File: src/shared/bbsx_pkg.sv
// Purpose: constants and types for the bit, branch, shift and move execution unit
// Assumes: 14-bit instruction word, 128-entry file window, 15-bit program counter
// Notes: opcode encodings are local to this unit
// Contract
// - bit clear zeroes chosen bit of addressed file register, flags unchanged.
// - bit set forces chosen bit to one, other bits and flags unchanged.
// - skip-if-clear discards next instruction as no-op when tested bit is zero.
// - skip-if-set discards next instruction as no-op when tested bit is one.
// - relative jump adds sign-extended 9-bit literal to incremented counter, two cycles.
// - accumulator jump adds unsigned working register to incremented counter, two cycles.
// - left shift puts bit 7 in carry, zero into bit 0, updates carry and zero.
// - right shift puts bit 0 in carry, zero into bit 7, updates carry and zero.
// - shift destination select zero writes working register, one writes file register.
// - file move copies to working register or back to itself, one cycle.
// - file move updates zero flag even when written back to itself.
`default_nettype none

package bbsx_pkg;
    localparam int PC_W   = 15;
    localparam int ADDR_W = 7;
    localparam int INSN_W = 14;
    localparam int LIT_W  = 9;

    localparam logic [7:0]        W_RESET   = 8'h00;
    localparam logic [PC_W-1:0]   PC_RESET  = 15'h0000;
    localparam logic [INSN_W-1:0] NOP_WORD  = 14'h0000;

    // opcode field positions
    localparam int OP_BIT_HI  = 13;
    localparam int OP_BIT_LO  = 10;
    localparam int BIT_IDX_LO = 7;
    localparam int DEST_POS   = 7;

    // upper four bits for bit-oriented operations
    localparam logic [3:0] OP_BIT_CLEAR = 4'h4;
    localparam logic [3:0] OP_BIT_SET   = 4'h5;
    localparam logic [3:0] OP_SKIP_CLR  = 4'h6;
    localparam logic [3:0] OP_SKIP_SET  = 4'h7;
    // upper five bits for the relative jump
    localparam logic [4:0] OP_REL_JUMP  = 5'h19;
    // upper six bits for byte-oriented operations; the accumulator jump is a full 14-bit word
    localparam logic [5:0] OP_MOVE_FILE = 6'h08;
    localparam logic [5:0] OP_SHIFT_L   = 6'h35;
    localparam logic [5:0] OP_SHIFT_R   = 6'h36;
    localparam logic [INSN_W-1:0] OP_ACC_JUMP = 14'h000B;

    typedef enum logic [3:0] {
        BBSX_OP_NONE, BBSX_OP_BCLR, BBSX_OP_BSET, BBSX_OP_SKC, BBSX_OP_SKS,
        BBSX_OP_REL, BBSX_OP_ACC, BBSX_OP_SHL, BBSX_OP_SHR, BBSX_OP_MOV
    } bbsx_op_t;

    typedef struct packed {
        bbsx_op_t          op;
        logic [ADDR_W-1:0] addr;
        logic [2:0]        bit_idx;
        logic              dest_file;
        logic [LIT_W-1:0]  lit;
    } bbsx_dec_t;

    typedef struct packed {
        logic       we;
        logic [ADDR_W-1:0] addr;
        logic [7:0] data;
    } bbsx_fwr_t;

    // executor states, gray along exec->flush->exec
    typedef enum logic [1:0] {
        BBSX_ST_EXEC  = 2'h0,
        BBSX_ST_FLUSH = 2'h1
    } bbsx_state_t;
endpackage

`default_nettype wire

File: src/design/bbsx_decode.sv
// Purpose: combinational decode of one instruction word
// Assumes: word is stable for the cycle in which it is executed
// Notes: unknown words decode to BBSX_OP_NONE and act as a no-op
`default_nettype none

module bbsx_decode
    import bbsx_pkg::*;
(
    input  wire logic [INSN_W-1:0] i_insn,
    output bbsx_dec_t              o_dec
);
    always_comb begin
        o_dec           = '0;
        o_dec.op        = BBSX_OP_NONE;
        o_dec.addr      = i_insn[ADDR_W-1:0];
        o_dec.bit_idx   = i_insn[BIT_IDX_LO+2:BIT_IDX_LO];
        o_dec.dest_file = i_insn[DEST_POS];
        o_dec.lit       = i_insn[LIT_W-1:0];
        if (i_insn == OP_ACC_JUMP) begin
            o_dec.op = BBSX_OP_ACC;
        end else if (i_insn[OP_BIT_HI:OP_BIT_LO] == OP_BIT_CLEAR) begin
            o_dec.op = BBSX_OP_BCLR;
        end else if (i_insn[OP_BIT_HI:OP_BIT_LO] == OP_BIT_SET) begin
            o_dec.op = BBSX_OP_BSET;
        end else if (i_insn[OP_BIT_HI:OP_BIT_LO] == OP_SKIP_CLR) begin
            o_dec.op = BBSX_OP_SKC;
        end else if (i_insn[OP_BIT_HI:OP_BIT_LO] == OP_SKIP_SET) begin
            o_dec.op = BBSX_OP_SKS;
        end else if (i_insn[OP_BIT_HI:OP_BIT_HI-4] == OP_REL_JUMP) begin
            o_dec.op = BBSX_OP_REL;
        end else if (i_insn[OP_BIT_HI:OP_BIT_HI-5] == OP_SHIFT_L) begin
            o_dec.op = BBSX_OP_SHL;
        end else if (i_insn[OP_BIT_HI:OP_BIT_HI-5] == OP_SHIFT_R) begin
            o_dec.op = BBSX_OP_SHR;
        end else if (i_insn[OP_BIT_HI:OP_BIT_HI-5] == OP_MOVE_FILE) begin
            o_dec.op = BBSX_OP_MOV;
        end
    end
endmodule // bbsx_decode

`default_nettype wire

File: src/design/bbsx_exec.sv
// Purpose: executes bit, skip, branch, shift and move instructions
// Assumes: I_CORE_CLK is the instruction clock; file read data is combinational
// Notes: one instruction offered per cycle; I_INSN_VALID low stalls nothing but idles
`default_nettype none

module bbsx_exec
    import bbsx_pkg::*;
(
    input  wire logic              I_CORE_CLK,
    input  wire logic              I_RST,
    input  wire logic              I_INSN_VALID,
    input  wire logic [INSN_W-1:0] I_INSN,
    input  wire logic [7:0]        I_FILE_RDATA,
    output logic [ADDR_W-1:0]      O_FILE_RADDR_UNUSED,
    output logic                   O_FILE_WE,
    output logic [ADDR_W-1:0]      O_FILE_WADDR,
    output logic [7:0]             O_FILE_WDATA,
    output logic [7:0]             O_W,
    output logic                   O_CARRY,
    output logic                   O_ZERO,
    output logic [PC_W-1:0]        O_PC,
    output logic                   O_FLUSH,
    output logic                   O_RETIRE
);
    bbsx_dec_t    dec;
    bbsx_state_t  state_reg;
    logic [PC_W-1:0] pc_reg;
    logic [7:0]   w_reg;
    logic         c_reg;
    logic         z_reg;
    bbsx_fwr_t    fwr_reg;
    logic         flush_reg;
    logic         retire_reg;
    logic [7:0]   result;
    logic         res_carry;
    logic         tested_bit;
    logic         go;
    logic         do_skip;
    logic         do_jump;
    logic [PC_W-1:0] pc_inc;
    logic [PC_W-1:0] jump_tgt;

    bbsx_decode i_bbsx_decode (
        .i_insn (I_INSN),
        .o_dec  (dec)
    );

    // a flushed slot is executed as a no-op
    assign go         = I_INSN_VALID && (state_reg == BBSX_ST_EXEC);
    assign tested_bit = I_FILE_RDATA[dec.bit_idx];
    assign pc_inc     = pc_reg + 15'h0001;

    always_comb begin
        result    = I_FILE_RDATA;
        res_carry = c_reg;
        case (dec.op)
            BBSX_OP_BCLR: result = I_FILE_RDATA & ~(8'h01 << dec.bit_idx);
            BBSX_OP_BSET: result = I_FILE_RDATA | (8'h01 << dec.bit_idx);
            BBSX_OP_SHL: begin
                result    = {I_FILE_RDATA[6:0], 1'h0};
                res_carry = I_FILE_RDATA[7];
            end
            BBSX_OP_SHR: begin
                result    = {1'h0, I_FILE_RDATA[7:1]};
                res_carry = I_FILE_RDATA[0];
            end
            default: result = I_FILE_RDATA;
        endcase
    end

    always_comb begin
        do_skip = 1'h0;
        do_jump = 1'h0;
        jump_tgt = pc_inc;
        case (dec.op)
            BBSX_OP_SKC: do_skip = !tested_bit;
            BBSX_OP_SKS: do_skip = tested_bit;
            BBSX_OP_REL: begin
                do_jump  = 1'h1;
                jump_tgt = pc_inc + {{(PC_W-LIT_W){dec.lit[LIT_W-1]}}, dec.lit};
            end
            BBSX_OP_ACC: begin
                do_jump  = 1'h1;
                jump_tgt = pc_inc + {7'h00, w_reg};
            end
            default: do_jump = 1'h0;
        endcase
    end

    // flush state: the slot after a skip or jump is discarded
    always_ff @(posedge I_CORE_CLK) begin
        if (I_RST) begin
            state_reg <= BBSX_ST_EXEC;
        end else begin
            case (state_reg)
                BBSX_ST_EXEC: begin
                    if (go && (do_skip || do_jump)) begin
                        state_reg <= BBSX_ST_FLUSH;
                    end
                end
                BBSX_ST_FLUSH: begin
                    // an idle cycle does not use up the discard
                    if (I_INSN_VALID) begin
                        state_reg <= BBSX_ST_EXEC;
                    end
                end
                default: state_reg <= BBSX_ST_EXEC;
            endcase
        end
    end

    always_ff @(posedge I_CORE_CLK) begin
        if (I_RST) begin
            pc_reg <= PC_RESET;
        end else if (go && do_jump) begin
            pc_reg <= jump_tgt;
        end else if (I_INSN_VALID) begin
            pc_reg <= pc_inc;
        end
    end

    // working register: only shifts and move with destination zero
    always_ff @(posedge I_CORE_CLK) begin
        if (I_RST) begin
            w_reg <= W_RESET;
        end else if (go && !dec.dest_file
                     && (dec.op == BBSX_OP_SHL || dec.op == BBSX_OP_SHR || dec.op == BBSX_OP_MOV)) begin
            w_reg <= result;
        end
    end

    // flags: bit ops, skips and jumps leave them alone
    always_ff @(posedge I_CORE_CLK) begin
        if (I_RST) begin
            c_reg <= 1'h0;
            z_reg <= 1'h0;
        end else if (go) begin
            if (dec.op == BBSX_OP_SHL || dec.op == BBSX_OP_SHR) begin
                c_reg <= res_carry;
                z_reg <= (result == 8'h00);
            end else if (dec.op == BBSX_OP_MOV) begin
                z_reg <= (result == 8'h00);
            end
        end
    end

    // file write-back; a move to itself rewrites the same value
    always_ff @(posedge I_CORE_CLK) begin
        if (I_RST) begin
            fwr_reg <= '0;
        end else begin
            fwr_reg.addr <= dec.addr;
            fwr_reg.data <= result;
            fwr_reg.we   <= go && ((dec.op == BBSX_OP_BCLR) || (dec.op == BBSX_OP_BSET)
                            || (dec.dest_file && (dec.op == BBSX_OP_SHL || dec.op == BBSX_OP_SHR
                            || dec.op == BBSX_OP_MOV)));
        end
    end

    always_ff @(posedge I_CORE_CLK) begin
        if (I_RST) begin
            flush_reg  <= 1'h0;
            retire_reg <= 1'h0;
        end else begin
            flush_reg  <= go && (do_skip || do_jump);
            retire_reg <= I_INSN_VALID;
        end
    end

    assign O_FILE_RADDR_UNUSED = fwr_reg.addr;
    assign O_FILE_WE    = fwr_reg.we;
    assign O_FILE_WADDR = fwr_reg.addr;
    assign O_FILE_WDATA = fwr_reg.data;
    assign O_W          = w_reg;
    assign O_CARRY      = c_reg;
    assign O_ZERO       = z_reg;
    assign O_PC         = pc_reg;
    assign O_FLUSH      = flush_reg;
    assign O_RETIRE     = retire_reg;

    property p_bclr_clears;
        @(posedge I_CORE_CLK) disable iff (I_RST)
        go && dec.op == BBSX_OP_BCLR |=> O_FILE_WE && !O_FILE_WDATA[$past(dec.bit_idx)] && $stable(O_CARRY);
    endproperty
    a_bclr_clears: assert property (p_bclr_clears) else $error("bit clear left bit set");

    property p_bset_sets;
        @(posedge I_CORE_CLK) disable iff (I_RST)
        go && dec.op == BBSX_OP_BSET |=> O_FILE_WE && O_FILE_WDATA[$past(dec.bit_idx)] && $stable(O_ZERO);
    endproperty
    a_bset_sets: assert property (p_bset_sets) else $error("bit set wrong");

    property p_skc_flush;
        @(posedge I_CORE_CLK) disable iff (I_RST)
        go && dec.op == BBSX_OP_SKC && !tested_bit |=> state_reg == BBSX_ST_FLUSH && O_FLUSH;
    endproperty
    a_skc_flush: assert property (p_skc_flush) else $error("skip if clear missed");

    property p_sks_flush;
        @(posedge I_CORE_CLK) disable iff (I_RST)
        go && dec.op == BBSX_OP_SKS |=> O_FLUSH == $past(tested_bit);
    endproperty
    a_sks_flush: assert property (p_sks_flush) else $error("skip if set wrong");

    property p_rel_target;
        @(posedge I_CORE_CLK) disable iff (I_RST)
        go && dec.op == BBSX_OP_REL |=> O_PC == $past(pc_reg) + 15'h0001
            + {{(PC_W-LIT_W){$past(I_INSN[LIT_W-1])}}, $past(I_INSN[LIT_W-1:0])} && $stable(O_CARRY);
    endproperty
    a_rel_target: assert property (p_rel_target) else $error("relative jump target wrong");

    property p_acc_target;
        @(posedge I_CORE_CLK) disable iff (I_RST)
        go && dec.op == BBSX_OP_ACC |=> O_PC == $past(pc_reg) + 15'h0001 + {7'h00, $past(w_reg)};
    endproperty
    a_acc_target: assert property (p_acc_target) else $error("accumulator jump target wrong");

    property p_shl_carry;
        @(posedge I_CORE_CLK) disable iff (I_RST)
        go && dec.op == BBSX_OP_SHL |=> O_CARRY == $past(I_FILE_RDATA[7]);
    endproperty
    a_shl_carry: assert property (p_shl_carry) else $error("left shift carry wrong");

    property p_shr_carry;
        @(posedge I_CORE_CLK) disable iff (I_RST)
        go && dec.op == BBSX_OP_SHR |=> O_CARRY == $past(I_FILE_RDATA[0]);
    endproperty
    a_shr_carry: assert property (p_shr_carry) else $error("right shift carry wrong");

    property p_mov_zero;
        @(posedge I_CORE_CLK) disable iff (I_RST)
        go && dec.op == BBSX_OP_MOV |=> O_ZERO == ($past(I_FILE_RDATA) == 8'h00);
    endproperty
    a_mov_zero: assert property (p_mov_zero) else $error("move zero flag wrong");
endmodule // bbsx_exec

`default_nettype wire

File: config.mk
export PLATFORM = sky130hd
export DESIGN_NAME = bbsx_exec
export DESIGN_NICKNAME = d
export VERILOG_FILES = /design/src/shared/bbsx_pkg.sv /design/src/design/bbsx_decode.sv /design/src/design/bbsx_exec.sv
export SDC_FILE = /design/constraint.sdc
export NUM_CORES = 1
export LEC_CHECK = 0
export ABC_AREA = 1
export BUFFER_PORTS_ARGS = -buffer_cell sky130_fd_sc_hd__buf_2
export CORE_UTILIZATION = 36
export CTS_CLUSTER_DIAMETER = 60
export DETAILED_ROUTE_END_ITERATION = 7
export HOLD_SLACK_MARGIN = 0.02
export PLACE_DENSITY = 0.54
export SYNTH_ARGS = -nofsm -noshare
export SYNTH_HDL_FRONTEND = slang
export SYNTH_HIERARCHICAL = 1
export SYNTH_SLANG_ARGS = --single-unit
File: constraint.sdc
create_clock -name I_CORE_CLK -period 8.25 [get_ports I_CORE_CLK]
set_input_delay 0.825 -clock I_CORE_CLK [delete_from_list [all_inputs] [get_ports I_CORE_CLK]]
set_output_delay 0.825 -clock I_CORE_CLK [all_outputs]
set_load 0.02 [all_outputs]
==> impl_summary.log <==
INFO  metric start_util = 0.374
INFO  metric cts_hold_buffers = 0
INFO  metric num_antenna_cells = 0
INFO  metric placeableCoreArea = slightly below 10000 um^2
INFO  metric tightest_slew = around 0.65 ns
INFO  metric synthArstFlopShare = 0
INFO  metric timing.critical_path.arrival = between 3 and 4 ns
INFO  metric slew-limit-headroom = 0.567
INFO  metric rsz0062_at_grt = false
INFO  metric grt_start_max_net_pins = 33
INFO  metric cts_tree = yes
INFO  metric antenna_left = 0
INFO  metric timing.hold.worst.start = O_PC[9]
INFO  metric ctsHtreeMaxLevel = 2
INFO  metric yosys_warnings = 6
INFO  metric routabilityCongestion = between 0.8 and 0.9
INFO  metric cts_post_setup_buffers_inserted = 0
INFO  metric dr_total_vias = 3673
INFO  metric route.detailed.wl_per_inst = 13.1 um
INFO  metric clockRootBuffer = clkbuf_8
INFO  metric startpoint_kind_of_the_worst_setup_timing_path = primary input
INFO  metric worst-endpoint-required = around 8.5 ns
INFO  metric leakage = roughly 2.1 nW
INFO  metric dominantRegCellSynth = dfxtp_1
INFO  metric switching_share = 0.329
INFO  metric cap_viol_max_count = 0
INFO  metric timing.final.hold_violations = 0
INFO  metric drtPass1Iterations = 5
INFO  metric comb_power_share = 0.246
INFO  metric critical_path_capture_point_type = flip-flop
INFO  metric post_route_cells_drive_above_1_share = 0.198
INFO  metric pre_cts_ws = around 4.3 ns
INFO  metric min_period_over_period = 0.446
INFO  metric vias_in_the_first_global_route = around 3.5k
INFO  metric grt_pass1_wl = about 16000 um
INFO  metric finalMaxSlewViolations = 0
INFO  metric buffer_ports.inserted = 74
INFO  metric share_seq_of_total_power = 0.427
INFO  metric setup.reg_to_reg.worst_slack = 5.38 ns
INFO  metric syn-cell-area = 3670 um^2
INFO  metric nNetsFinal = 660
INFO  metric r2r-end = O_PC[14]
INFO  metric cpMaxStageDelayCell = fa_1
INFO  metric clockBufferDepth = 2
INFO  metric grt_antenna_before_repair = 0
INFO  metric critical_path.n_buffers_inverters = 4
INFO  metric route.detailed.drc = 0
INFO  metric largest_reg_flops = 15
INFO  metric viasPerCell = ~5
INFO  metric finish.cell_count_without_fillers = 749
INFO  metric p_int = approximately 0.35 mW
INFO  metric synthToLayoutAreaGrowth = 11.3%
INFO  metric skew_final = approximately 0.0075 ns
INFO  metric postSynthAreaPerCell = about 6.5 um^2
INFO  metric p_clk_frac = 0.327
INFO  metric synth-seq-cells = 44
INFO  metric clock_transition_at_the_registers_of_the_reported_paths = about 0.09 ns
INFO  metric placed_cells = 741
INFO  metric achievable-frequency = 0.272 GHz
INFO  metric status = finished, final reports clean
INFO  metric rr_worst_depth = 20
INFO  metric clock_latency = slightly above 0.3 ns
INFO  metric worstHoldPathType = reg2reg
INFO  metric synthesis.nets = between 600 and 700
INFO  metric numCtsBuffers = 5
INFO  metric setup_viol = 0
INFO  metric p_sw = between 0.15 and 0.2 mW
INFO  metric totalWireLength = between 9000 and 10000 um
INFO  metric critical_path.reg2reg.startpoint = O_PC[0]
INFO  metric synth_instances = 569
INFO  metric die-area = roughly 11000 um^2
INFO  metric num_rows = 36
INFO  metric path_cells = buf_2, or2_1, nor3_1, nand3_1, nand2_1, inv_1, nor2_4, nand2_2, mux2_2, ha_1, inv_1, fa_1, inv_1, nand2_1, nand3_1, a21oi_1, or2_2, nand3_1, nand2_1, a21oi_1
INFO  metric peak_per_stage_delay_on_the_critical_path = ~0.42 ns
INFO  metric worstHoldEndpoint = O_PC[9]
INFO  metric synth_enable_flop_cells = 0
INFO  metric die_height = 103 um
INFO  metric final.setup.tns = 0 ns
INFO  metric total_power = between 0.5 and 0.6 mW
INFO  metric worst_ir_drop_vdd = between 0.07 and 0.08 mV
INFO  metric holdPathStages = 2
INFO  metric drt_first_iter_violations = about 160
INFO  metric cts-resized-gates = 0
INFO  metric top_level_ports = 75
INFO  metric yosysSeqAreaShare = 0.240
INFO  metric p_per_area = about 130 nW/um^2
INFO  metric die_width = slightly above 100 um
INFO  metric path_max_fanout = 10
INFO  metric post_synth_num_cell_types = 41
INFO  metric clock-sinks = 44
INFO  metric track_usage = 0.198
INFO  metric crit_family = simple AND/OR/NAND/NOR gates
INFO  metric timing.final.ws_setup = ~4.6 ns
INFO  metric crit_type = in2reg
INFO  metric dpl.hpwl = around 7900 um
INFO  metric period_needed = about 3.7 ns
INFO  metric grt_overflow_total = 0
final cells by class:
type                            count  area [um^2]
Fill cell                        1107         5730
Multi-Input combinational cell    402         2220
Sequential cell                    44          881
Timing Repair Buffer               74          370
Inverter                           88          333
Tap cell                          133          166
Clock buffer                        5         68.8
Clock inverter                      3         47.5
cell usage after synthesis (8+ instances only):
library cell  number  area (um^2)
nand4_1            8         50.1
o211ai_1          13         97.6
ha_1              19          238
o21ai_0           17         85.1
dfxtp_1           44          881
o22ai_1           10         62.6
buf_4             28          210
a21oi_1           30          150
xor2_1            11         96.3
nor2_1            57          214
inv_2              9         33.8
inv_1             78          293
nand3_1           41          205
nand2_1          134          503
cell families (layout without fill, tap and decap cells):
family,Yosys count,after routing,synth area share
adders and majority gates,20,20,0.0702
and+or+nand+nor,269,269,0.328
xor gates and xnor gates,13,13,0.0310
AOI/OAI and AO/OA,93,93,0.154
DFF,44,44,0.240
buffers and inverters,123,170,0.155
muxes,7,7,0.0215
power by group through the flow:
stage	clock network (mW)	registers, mW	logic [mW]
2_1_floorplan	0	0.241	0.0877
3_3_place_gp	0	0.230	0.129
3_5_place_dp	0	0.230	0.129
4_1_cts	0.178	0.225	0.130
5_1_grt	0.188	0.226	0.146
6_report	0.173	0.225	0.130
placed cells by master, fill, tap and decap left out, types with 6 or more instances in the layout:
master	count
inv_2	9
xor2_1	11
nor2_1	57
nor2_2	6
a21oi_1	30
buf_2	74
o211ai_1	13
nor3_1	7
inv_1	78
mux2_2	7
nand2_1	134
dfxtp_1	44
ha_1	19
nand4_1	8
o22ai_1	10
o21ai_0	17
nand3_1	41
worst reg2reg max path: stages, from the launching register on:
cell,delay [ns]
dfxtp_1,0.46
nand3_1,0.15
nor2_1,0.23
nand2_1,0.14
nor3_1,0.25
nand2_1,0.10
xor2_1,0.25
ha_1,0.32
nand2_1,0.09
inv_1,0.04
nand2_1,0.05
nand2_1,0.04
a21oi_1,0.16
nand2_1,0.07
nand2_1,0.07
nand3_1,0.06
nand2_1,0.09
nand3_1,0.06
nand2_1,0.06
inv_1,0.04
nor2_1,0.08
layer usage:
layer | vias up | global-route usage | routed length, um
li1 | 1913 | - | -
met1 | 1653 | 0.266 | 4810
met2 | 101 | 0.335 | 4490
met3 | 6 | 0.0237 | 446
met4 | 0 | 0.0488 | 72
met5 | - | 0 | 0
worst max-delay path by stage:
stage,from,depth (start not counted),end
after floorplan,I_INSN[9],18,O_PC[14]
after global placement,I_INSN[9],16,O_PC[10]
after detailed placement,I_INSN[5],23,O_PC[14]
after CTS,I_INSN[5],23,O_PC[14]
after global routing,I_INSN[5],20,O_PC[8]
final,I_INSN[5],20,O_PC[8]
through the flow:
step                       util  area (um^2)  hold WS (ns)
after floorplan               -         3670         0.462
after global placement    0.404         3970         0.471
after detailed placement  0.404         3970         0.475
after CTS                 0.416         4090         0.487
after global routing      0.416         4090         0.520
final                     0.416         4090         0.484
Power figures use the tool's default switching activity.
